--- src/verilog/can_bit_timing_params.svh ---
`ifndef CAN_BIT_TIMING_PARAMS_SVH
`define CAN_BIT_TIMING_PARAMS_SVH

// register offsets on the plain port
`define ADDR_W              3
`define OFS_PRESCALER       3'h0
`define OFS_JUMP_PROP       3'h1
`define OFS_PHASE_SAMPLE    3'h2
`define OFS_CLOCK_MODE      3'h3
`define OFS_STATUS          3'h4
`define OFS_SAMPLE_POINT    3'h5
`define OFS_BIT_QUANTA      3'h6

// field positions
`define PRESC_HI            6
`define PRESC_LO            1
`define SJW_HI              6
`define SJW_LO              5
`define PROP_HI             3
`define PROP_LO             1
`define PHASE_SEGMENT_SECOND_HI             6
`define PHASE_SEGMENT_SECOND_LO             4
`define PHASE_SEGMENT_FIRST_HI             3
`define PHASE_SEGMENT_FIRST_LO             1
`define SMP_BIT             0

// masks keep unused bits reading as zero
`define MASK_PRESCALER      8'h7E
`define MASK_JUMP_PROP      8'h6E
`define MASK_PHASE_SAMPLE   8'h7F

// reset values
`define RST_PRESCALER       8'h00
`define RST_JUMP_PROP       8'h00
`define RST_PHASE_SAMPLE    8'h00
`define RST_CLOCK_MODE      1'h0

// fixed quanta: sync segment and the plus-one of three segments
`define SYNC_QUANTA         5'h01
`define BIT_QUANTA_BASE     5'h04
`define SAMPLE_QUANTA_BASE  5'h03
`define MAX_BIT_QUANTA      5'h19

// system clock rates per clock mode, in MHz
`define SYS_MHZ_MODE1       20
`define SYS_MHZ_MODE0       10
`define CLK_MHZ             40
`define DIV_MODE1           (`CLK_MHZ / `SYS_MHZ_MODE1)
`define DIV_MODE0           (`CLK_MHZ / `SYS_MHZ_MODE0)
`define DIV_W               2

`endif

--- src/verilog/can_bit_timing_pkg.sv ---
package can_bit_timing_pkg;

    typedef struct packed {
        logic [5:0] baud_prescaler;
        logic [1:0] resync_jump_width;
        logic [2:0] prop_segment;
        logic [2:0] phase_segment_first;
        logic [2:0] phase_segment_second;
        logic       sample_count_select;
    } timing_cfg_t;

    typedef struct packed {
        logic sample_strobe;
        logic sample_bit;
        logic bit_start;
    } bit_event_t;

    typedef enum logic [1:0] {
        SEG_SYNC,
        SEG_PROP,
        SEG_PHASE1,
        SEG_PHASE2
    } segment_t;

endpackage

--- src/verilog/can_bit_timing_config.sv ---
`timescale 1ns/10ps
`include "can_bit_timing_params.svh"

////////////////////////////////////////////////////////////////////////////////
// Functional notes
// software picks mode 0 below 12Kbps
// mode 1 ticks 20MHz, mode 0 10MHz
// bit cycles equal system clock over bitrate
// quantum is prescaler plus one ticks
// sync segment fixed at one quantum
// each programmable segment is field plus one
// bit is four plus segment fields quanta
// segment fields three bits, zero to seven
// prescaler field holds up to 63
// sample after sync, propagation, first phase
// first register prescaler in bits 6..1
// second register jump width, propagation fields
// third register phases and sample select
// software leaves jump width, select at zero
// select set takes three-sample majority vote
// restart count per bit, hard sync edges
module can_bit_timing_config (
    // clock, reset, enable
    input  wire logic                 clk,
    input  wire logic                 sys_rst,
    input  wire logic                 clk_en,
    // register port
    input  wire logic [`ADDR_W-1:0]   reg_addr,
    input  wire logic [7:0]           reg_wdata,
    input  wire logic                 reg_wr,
    input  wire logic                 reg_rd,
    output logic      [7:0]           reg_rdata,
    // can bus receive pin
    input  wire logic                 can_rx,
    // bit timing to the protocol controller
    output can_bit_timing_pkg::timing_cfg_t timing_cfg,
    output logic                      sys_tick,
    output logic                      quantum_tick,
    output logic                      bit_start,
    output logic                      sample_strobe,
    output logic                      sample_bit
);

    ////////////////////////////////////////////////////////////////////////////
    // registers

    logic [7:0]                        presc_reg_ff;
    logic [7:0]                        jump_reg_ff;
    logic [7:0]                        phase_reg_ff;
    logic                              clock_mode_ff;
    logic [7:0]                        rdata_ff;
    can_bit_timing_pkg::timing_cfg_t   cfg_ff;

    logic sel_presc;
    logic sel_jump;
    logic sel_phase;
    logic sel_mode;
    logic sel_status;
    logic sel_spoint;
    logic sel_bquanta;
    logic [7:0] nxt_rdata;

    assign sel_presc   = (reg_addr == `OFS_PRESCALER);
    assign sel_jump    = (reg_addr == `OFS_JUMP_PROP);
    assign sel_phase   = (reg_addr == `OFS_PHASE_SAMPLE);
    assign sel_mode    = (reg_addr == `OFS_CLOCK_MODE);
    assign sel_status  = (reg_addr == `OFS_STATUS);
    assign sel_spoint  = (reg_addr == `OFS_SAMPLE_POINT);
    assign sel_bquanta = (reg_addr == `OFS_BIT_QUANTA);

    always_ff @(posedge clk) begin
        if (sys_rst) begin
            presc_reg_ff  <= `RST_PRESCALER;
            jump_reg_ff   <= `RST_JUMP_PROP;
            phase_reg_ff  <= `RST_PHASE_SAMPLE;
            clock_mode_ff <= `RST_CLOCK_MODE;
        end else if (clk_en && reg_wr) begin
            if (sel_presc) begin
                presc_reg_ff <= reg_wdata & `MASK_PRESCALER;
            end else if (sel_jump) begin
                jump_reg_ff <= reg_wdata & `MASK_JUMP_PROP;
            end else if (sel_phase) begin
                phase_reg_ff <= reg_wdata & `MASK_PHASE_SAMPLE;
            end else if (sel_mode) begin
                clock_mode_ff <= reg_wdata[0];
            end
        end
    end

    ////////////////////////////////////////////////////////////////////////////
    // field extraction

    can_bit_timing_pkg::timing_cfg_t cfg_now;

    assign cfg_now.baud_prescaler       = presc_reg_ff[`PRESC_HI:`PRESC_LO];
    assign cfg_now.resync_jump_width    = jump_reg_ff[`SJW_HI:`SJW_LO];
    assign cfg_now.prop_segment         = jump_reg_ff[`PROP_HI:`PROP_LO];
    assign cfg_now.phase_segment_second = phase_reg_ff[`PHASE_SEGMENT_SECOND_HI:`PHASE_SEGMENT_SECOND_LO];
    assign cfg_now.phase_segment_first  = phase_reg_ff[`PHASE_SEGMENT_FIRST_HI:`PHASE_SEGMENT_FIRST_LO];
    assign cfg_now.sample_count_select  = phase_reg_ff[`SMP_BIT];

    // segment lengths in quanta; sync is fixed, others are field plus one
    logic [4:0] bit_quanta;
    logic [4:0] sample_quanta;

    assign bit_quanta    = `BIT_QUANTA_BASE + {2'h0, cfg_now.prop_segment}
                         + {2'h0, cfg_now.phase_segment_first}
                         + {2'h0, cfg_now.phase_segment_second};
    assign sample_quanta = `SAMPLE_QUANTA_BASE + {2'h0, cfg_now.prop_segment}
                         + {2'h0, cfg_now.phase_segment_first};

    ////////////////////////////////////////////////////////////////////////////
    // system clock tick from the clock mode

    logic [`DIV_W-1:0] div_ff;
    logic [`DIV_W-1:0] div_last;
    logic              div_wrap;
    logic [`DIV_W-1:0] nxt_div;
    logic              tick_ff;

    // mode 1 ticks at 20MHz, mode 0 at 10MHz; mode choice is software's
    assign div_last = clock_mode_ff ? `DIV_W'(`DIV_MODE1 - 1)
                                    : `DIV_W'(`DIV_MODE0 - 1);
    assign div_wrap = (div_ff >= div_last);
    assign nxt_div  = div_wrap ? '0 : div_ff + `DIV_W'(1);

    always_ff @(posedge clk) begin
        if (sys_rst) begin
            div_ff  <= '0;
            tick_ff <= 1'h0;
        end else if (clk_en) begin
            div_ff  <= nxt_div;
            tick_ff <= div_wrap;
        end
    end

    ////////////////////////////////////////////////////////////////////////////
    // quantum prescaler and bit segmentation

    logic [5:0] presc_cnt_ff;
    logic [4:0] quanta_cnt_ff;
    logic       q_end;
    logic       bit_end;
    logic       q_tick_ff;
    logic       bit_start_ff;
    logic       take_sample;
    logic       strobe_ff;
    logic       rx_level;
    logic       fall_edge;
    logic       sample_value;
    logic       hard_sync;
    logic [5:0] nxt_presc;
    logic [4:0] nxt_quanta;
    can_bit_timing_pkg::segment_t seg_ff;
    can_bit_timing_pkg::segment_t nxt_seg;

    // one quantum is prescaler plus one system ticks
    assign q_end    = tick_ff && (presc_cnt_ff >= cfg_now.baud_prescaler);
    // bit length is quantum times total quanta, so cycles follow clock over rate
    assign bit_end  = q_end && (quanta_cnt_ff >= bit_quanta - 5'h01);
    // hard sync only from recessive to dominant while in phase 2
    assign hard_sync = fall_edge && (seg_ff == can_bit_timing_pkg::SEG_PHASE2);
    assign take_sample = q_end && (quanta_cnt_ff == sample_quanta - 5'h01);

    assign nxt_presc  = (hard_sync || q_end) ? 6'h00
                      : (tick_ff ? presc_cnt_ff + 6'h01 : presc_cnt_ff);
    assign nxt_quanta = (hard_sync || bit_end) ? 5'h00
                      : (q_end ? quanta_cnt_ff + 5'h01 : quanta_cnt_ff);

    always_comb begin
        nxt_seg = seg_ff;
        if (hard_sync || bit_end) begin
            nxt_seg = can_bit_timing_pkg::SEG_SYNC;
        end else if (q_end) begin
            case (seg_ff)
                can_bit_timing_pkg::SEG_SYNC: begin
                    nxt_seg = can_bit_timing_pkg::SEG_PROP;
                end
                can_bit_timing_pkg::SEG_PROP: begin
                    // a field rewritten mid-bit may leave the count past the boundary
                    if (take_sample)
                        nxt_seg = can_bit_timing_pkg::SEG_PHASE2;
                    else if (quanta_cnt_ff >= `SYNC_QUANTA + {2'h0, cfg_now.prop_segment})
                        nxt_seg = can_bit_timing_pkg::SEG_PHASE1;
                end
                can_bit_timing_pkg::SEG_PHASE1: begin
                    if (take_sample)
                        nxt_seg = can_bit_timing_pkg::SEG_PHASE2;
                end
                default: begin
                    nxt_seg = can_bit_timing_pkg::SEG_PHASE2;
                end
            endcase
        end
    end

    always_ff @(posedge clk) begin
        if (sys_rst) begin
            presc_cnt_ff  <= 6'h00;
            quanta_cnt_ff <= 5'h00;
            seg_ff        <= can_bit_timing_pkg::SEG_SYNC;
            q_tick_ff     <= 1'h0;
            bit_start_ff  <= 1'h0;
            strobe_ff     <= 1'h0;
        end else if (clk_en) begin
            presc_cnt_ff  <= nxt_presc;
            quanta_cnt_ff <= nxt_quanta;
            seg_ff        <= nxt_seg;
            q_tick_ff     <= q_end;
            bit_start_ff  <= bit_end || hard_sync;
            strobe_ff     <= take_sample;
        end
    end

    can_bus_sampler u_sampler (
        .clk          (clk),
        .sys_rst      (sys_rst),
        .clk_en       (clk_en),
        .tick         (tick_ff),
        .triple       (cfg_now.sample_count_select),
        .take         (take_sample),
        .can_rx       (can_rx),
        .rx_level     (rx_level),
        .fall_edge    (fall_edge),
        .sample_value (sample_value)
    );

    ////////////////////////////////////////////////////////////////////////////
    // read path and registered outputs

    logic [7:0] status_word;

    assign status_word = {4'h0, rx_level, 1'h0, seg_ff};

    always_comb begin
        if (sel_presc) begin
            nxt_rdata = presc_reg_ff;
        end else if (sel_jump) begin
            nxt_rdata = jump_reg_ff;
        end else if (sel_phase) begin
            nxt_rdata = phase_reg_ff;
        end else if (sel_mode) begin
            nxt_rdata = {7'h00, clock_mode_ff};
        end else if (sel_status) begin
            nxt_rdata = status_word;
        end else if (sel_spoint) begin
            nxt_rdata = {3'h0, sample_quanta};
        end else if (sel_bquanta) begin
            nxt_rdata = {3'h0, bit_quanta};
        end else begin
            nxt_rdata = 8'h00;
        end
    end

    // read data stand only in the cycle after the strobe
    always_ff @(posedge clk) begin
        if (sys_rst) begin
            rdata_ff <= 8'h00;
            cfg_ff   <= '0;
        end else if (clk_en) begin
            rdata_ff <= reg_rd ? nxt_rdata : 8'h00;
            cfg_ff   <= cfg_now;
        end
    end

    assign reg_rdata     = rdata_ff;
    assign timing_cfg    = cfg_ff;
    assign sys_tick      = tick_ff;
    assign quantum_tick  = q_tick_ff;
    assign bit_start     = bit_start_ff;
    assign sample_strobe = strobe_ff;
    assign sample_bit    = sample_value;

    ////////////////////////////////////////////////////////////////////////////
    // checks

    AST_BIT_MAX: assert property (@(posedge clk) disable iff (sys_rst)
        bit_quanta <= `MAX_BIT_QUANTA)
        else $error("bit quanta above maximum");

    AST_QCOUNT: assert property (@(posedge clk) disable iff (sys_rst)
        (clk_en && q_end) |=> presc_cnt_ff == 6'h00)
        else $error("prescaler count not restarted at quantum end");

    AST_SAMPLE_POS: assert property (@(posedge clk) disable iff (sys_rst)
        (clk_en && take_sample && !hard_sync) |=> seg_ff == can_bit_timing_pkg::SEG_PHASE2)
        else $error("sample not at end of first phase");

    AST_SYNC_ONE: assert property (@(posedge clk) disable iff (sys_rst)
        (clk_en && seg_ff == can_bit_timing_pkg::SEG_SYNC && q_end && !hard_sync)
            |=> seg_ff == can_bit_timing_pkg::SEG_PROP)
        else $error("sync segment longer than one quantum");

    AST_RESTART: assert property (@(posedge clk) disable iff (sys_rst)
        (clk_en && bit_end) |=> (quanta_cnt_ff == 5'h00 && bit_start))
        else $error("quantum count not restarted");

    AST_TICK_RATE: assert property (@(posedge clk) disable iff (sys_rst)
        (clk_en && !clock_mode_ff && tick_ff && $stable(clock_mode_ff)) |=> !tick_ff)
        else $error("mode 0 tick too fast");

    AST_UNUSED_ZERO: assert property (@(posedge clk) disable iff (sys_rst)
        (presc_reg_ff[7] == 1'h0) && (presc_reg_ff[0] == 1'h0)
            && (jump_reg_ff[4] == 1'h0) && (jump_reg_ff[0] == 1'h0))
        else $error("unused register bits set");

    AST_RD_ZERO: assert property (@(posedge clk) disable iff (sys_rst)
        (clk_en && !reg_rd) |=> reg_rdata == 8'h00)
        else $error("read data outside read cycle");

endmodule

--- src/verilog/can_bus_sampler.sv ---
`timescale 1ns/10ps
`include "can_bit_timing_params.svh"

// takes the bus level through three flops and forms a single or majority sample
module can_bus_sampler (
    // clock and reset
    input  wire logic clk,
    input  wire logic sys_rst,
    input  wire logic clk_en,
    // sampling control
    input  wire logic tick,
    input  wire logic triple,
    input  wire logic take,
    // bus pin
    input  wire logic can_rx,
    // results
    output logic      rx_level,
    output logic      fall_edge,
    output logic      sample_value
);

    logic       sync1_ff;
    logic       sync2_ff;
    logic       sync3_ff;
    logic       level_ff;
    logic [2:0] hist_ff;
    logic       sample_ff;
    logic       fall_ff;
    logic       agree;
    logic       majority;
    logic       nxt_level;
    logic [2:0] nxt_hist;

    // a change counts only once the second and third flops agree
    assign agree     = (sync2_ff == sync3_ff);
    assign nxt_level = agree ? sync3_ff : level_ff;
    // history shifts on system ticks, spacing samples a full tick apart
    assign nxt_hist  = tick ? {hist_ff[1:0], level_ff} : hist_ff;
    assign majority  = (hist_ff[0] & hist_ff[1]) | (hist_ff[1] & hist_ff[2])
                     | (hist_ff[0] & hist_ff[2]);

    always_ff @(posedge clk) begin
        if (sys_rst) begin
            sync1_ff  <= 1'h1;
            sync2_ff  <= 1'h1;
            sync3_ff  <= 1'h1;
            level_ff  <= 1'h1;
            hist_ff   <= 3'h7;
            sample_ff <= 1'h1;
            fall_ff   <= 1'h0;
        end else if (clk_en) begin
            sync1_ff  <= can_rx;
            sync2_ff  <= sync1_ff;
            sync3_ff  <= sync2_ff;
            level_ff  <= nxt_level;
            hist_ff   <= nxt_hist;
            fall_ff   <= level_ff & ~nxt_level;
            if (take) begin
                sample_ff <= triple ? majority : level_ff;
            end
        end
    end

    assign rx_level     = level_ff;
    assign fall_edge    = fall_ff;
    assign sample_value = sample_ff;

endmodule
--- config.mk ---
export PLATFORM = sky130hd
export DESIGN_NAME = can_bit_timing_config
export DESIGN_NICKNAME = d
export VERILOG_FILES = /design/src/verilog/can_bit_timing_pkg.sv /design/src/verilog/can_bit_timing_config.sv /design/src/verilog/can_bus_sampler.sv
export VERILOG_INCLUDE_DIRS = /design/src /design/src/verilog
export SDC_FILE = /design/constraint.sdc
export NUM_CORES = 1
export LEC_CHECK = 0
export BUFFER_PORTS_ARGS = -buffer_cell sky130_fd_sc_hd__buf_2
export CORE_UTILIZATION = 27
export CTS_CLUSTER_SIZE = 40
export DETAILED_ROUTE_END_ITERATION = 10
export GPL_TIMING_DRIVEN = 0
export MAX_ROUTING_LAYER = met4
export PLACE_DENSITY = 0.55
export SYNTH_ARGS = -nofsm -noshare
export SYNTH_HDL_FRONTEND = slang
export SYNTH_SLANG_ARGS = --single-unit
--- constraint.sdc ---
create_clock -name clk -period 4 [get_ports clk]
set_clock_uncertainty 0.1 [all_clocks]
set_input_delay 0.4 -clock clk [delete_from_list [all_inputs] [get_ports clk]]
set_output_delay 0.4 -clock clk [all_outputs]
set_load 0.02 [all_outputs]
==> impl_metrics.json <==
{
  "htreeDepth": 3,
  "timing.critical_path.buf_inv": 0,
  "synth-edff-count": 0,
  "multi_input_area_um2": 2320,
  "cts_tree": "done",
  "path_clk_slew_ns": 0.06,
  "synth_area_um2": 3920,
  "reg2regPathDepth": 12,
  "tightestPinTransition_ns": 0.684,
  "num_vias": 3341,
  "grt_first_pass_wirelength_mm": 16.9,
  "initial_core_util": 0.279,
  "place_hpwl_mm": 7.89,
  "final_cell_mix": "dfxtp_1, nor2_1, buf_2, mux2i_1",
  "seq_area_um2": 1460,
  "crit_fanout": 5,
  "cpMostUsedCell": "fa_2",
  "diodes": 0,
  "crit_cells": 12,
  "fin_crit_sh": 0.982,
  "cp-start-kind": "register",
  "place_inst": 661,
  "viasPerCell": 4.86,
  "slew_violations": 0,
  "grt_pass1_vias": 3095,
  "relSlewSlack": 0.544,
  "ios": 48,
  "crit_path_end_kind": "register",
  "wl_mm": 10.6,
  "ys_async_sr_fraction": 0,
  "wire_per_inst_um": 15.4,
  "fin_cells": 687,
  "yosys.cell_types.count": 57,
  "drive_gt1_frac": 0.199,
  "cts_sinks": 72,
  "cts_hold_buf": 0,
  "gp_congestion": 0.801,
  "final_area_um2": 4850,
  "leakage_uw": 0.00209,
  "critPathRequiredTime_ns": 4.17,
  "nNetsFinal": 553,
  "holdPathStages": 2,
  "place.port_buffers": 44,
  "fillers": 1434,
  "clk_latency_ns": 0.34,
  "grt_util_all_layers": 0.155,
  "yosys_warnings": 0,
  "fp.dieW_um": 122,
  "dieArea_um2": 15000,
  "cts-root-buf": "clkbuf_16",
  "drc_errors": 0,
  "die_h_um": 122,
  "drt_iter0_drc": 240,
  "status": "completed",
  "dr.pass1.iters": 4,
  "coreArea_um2": 14000,
  "grt_max_degree": 13,
  "cpLargestDelayFamily": "adder cells",
  "yosysSeqAreaShare": 0.368,
  "peakVddDrop_mv": 0.252,
  "overflow": 0,
  "grt_setup_unrepaired": "true",
  "finalHoldViolations": 0,
  "path_class": "reg -> reg",
  "netlist_instances": 437,
  "period_minus_slack_ns": 3.93,
  "mostFrequentLayoutCell": "dfxtp_1",
  "max_freq_ghz": 0.255,
  "ys_seq_elements": 72,
  "synth.avg_cell_area_um2": 8.97,
  "num_rows": 43,
  "power.density_nw_per_um2": 381,
  "crit_chain": "fa_2 -> fa_1 -> ha_2 -> fa_2 -> nor3b_2 -> xnor2_1 -> ha_1 -> a211oi_2 -> o21ai_2 -> or3_4 -> or3b_4 -> a21oi_2",
  "drv_cap": 0,
  "syn_to_final_growth_pct": 23.9,
  "numCtsBuffers": 9,
  "hold_class": "in -> reg",
  "cts_buffer_depth": 2,
  "syn_nets": 488,
  "finalSetupViolations": 0,
  "utilization": 0.346,
  "cp_slowest_cell": "fa_2",
  "synth_ff_type": "dfxtp_1",
  "arrival_ns": 4.10,
  "power_uw": 1850,
  "cpPeakStageDelay_ns": 0.48,
  "antenna_left": 0,
  "placed_area_um2": 4370,
  "antenna_found_initial": 0,
  "tns_ns": 0
}
==> synth_stat cells (all sizes together) (2+ instances only) <==
library cell	instances	area, um^2
o21ai	13	65.1
buf	6	35.0
nand2b	7	43.8
a22oi	2	15.0
a211oi	7	52.6
fa	5	100
o221ai	2	23.8
xnor2	9	78.8
nand2	27	101
a211o	6	52.6
nor2	62	233
dfxtp	72	1440
clkbuf	17	63.8
and3	4	30.0
or4b	2	20.0
nand4	4	25.0
o211ai	2	15.0
a31oi	2	12.5
o2111ai	2	17.5
or3	4	25.0
xor2	7	61.3
and2	3	18.8
ha	29	363
nor3	3	15.0
nand3b	2	15.0
nor2b	6	37.5
a21oi	24	120
a21o	3	22.5
nand3	10	55.1
inv	27	101
nor3b	4	40.0
mux2i	46	460
==> flip-flops by register name, summed over array words and instances, names as in the netlist, 2 cells and up <==
register           flops
timing_cfg            18
phase_reg_ff           7
reg_rdata              7
presc_cnt_ff           6
presc_reg_ff           6
jump_reg_ff            5
quanta_cnt_ff          5
u_sampler.hist_ff      3
div_ff                 2
seg_ff                 2
==> cell type report <==
| cell class | instances | share of cell area |
|---|---|---|
| multi-input combinational | 315 | 0.478 |
| sequential | 72 | 0.300 |
| timing repair buffer | 54 | 0.0608 |
| clock buffer | 11 | 0.0521 |
| tap | 180 | 0.0464 |
| clock inverter | 5 | 0.0211 |
| inverter | 27 | 0.0209 |
| buffer | 23 | 0.0204 |
==> worst reg2reg max path, cell delays in order, from the launching register on <==
cell and delay, ns:
dfxtp_4 0.36, fa_2 0.39, fa_1 0.44, ha_2 0.20
fa_2 0.48, nor3b_2 0.21, xnor2_1 0.16, ha_1 0.29
a211oi_2 0.21, o21ai_2 0.11, or3_4 0.41, or3b_4 0.38
a21oi_2 0.13
==> power by group <==
group | switching (uW) | total (uW) | internal, uW
combinational | 92.7 | 155 | 61.9
clock | 309 | 950 | 642
sequential | 14.5 | 744 | 729
total | 416 | 1850 | 1430
==> worst paths after layout <==
path,startpoint,end,slack [ns]
hold reg to reg,reg_rdata[2]$_SDFFE_PP0P_,reg_rdata[2]$_SDFFE_PP0P_,0.36
hold / removal,can_rx,u_sampler.sync1_ff$_SDFFE_PP1P_,0.18
setup reg to reg,jump_reg_ff[2]$_SDFFE_PP0P_,quanta_cnt_ff[2]$_SDFFE_PP0P_,0.07
setup / recovery,jump_reg_ff[2]$_SDFFE_PP0P_,quanta_cnt_ff[2]$_SDFFE_PP0P_,0.07
==> routing by layer <==
| metal | vias to the layer above | GRT usage | share of wire |
|---|---|---|---|
| met5 | - | - | 0 |
| met4 | 0 | 0.0457 | 0.012 |
| met3 | 10 | 0.0386 | 0.054 |
| met2 | 70 | 0.224 | 0.45 |
| met1 | 1616 | 0.211 | 0.49 |
| li1 | 1645 | - | - |
==> through the flow <==
stage                     hold slack (ns)  setup slack [ns]
after floorplan                     0.342            0.0195
after global placement              0.351            -0.376
after detailed placement            0.356            -0.426
after CTS                           0.169          0.000886
after global routing                0.171            -0.104
final                               0.181            0.0711
==> logic make-up (layout without fill, tap and decap cells) <==
| group | after synthesis | after routing | share of synthesized area |
|---|---|---|---|
| adder cells (fa/ha/maj) | 35 | 35 | 0.121 |
| XOR/XNOR | 17 | 17 | 0.0415 |
| flip-flops | 72 | 72 | 0.368 |
| multiplexers | 47 | 47 | 0.120 |
| AO/OA/AOI/OAI | 72 | 72 | 0.120 |
| buffers and inverters | 50 | 120 | 0.0511 |
| other | 1 | 1 | 0.000957 |
| AND/OR/NAND/NOR | 143 | 143 | 0.178 |
==> timing repair <==
item	4_1_cts	5_1_grt
endpoints found under the setup margin	4	3
setup buffers	3	7
resized for setup	9	11
cloned	0	0
pin swaps	2	10
hold endpoints to repair	0	0
Power figures use the tool's default switching activity.
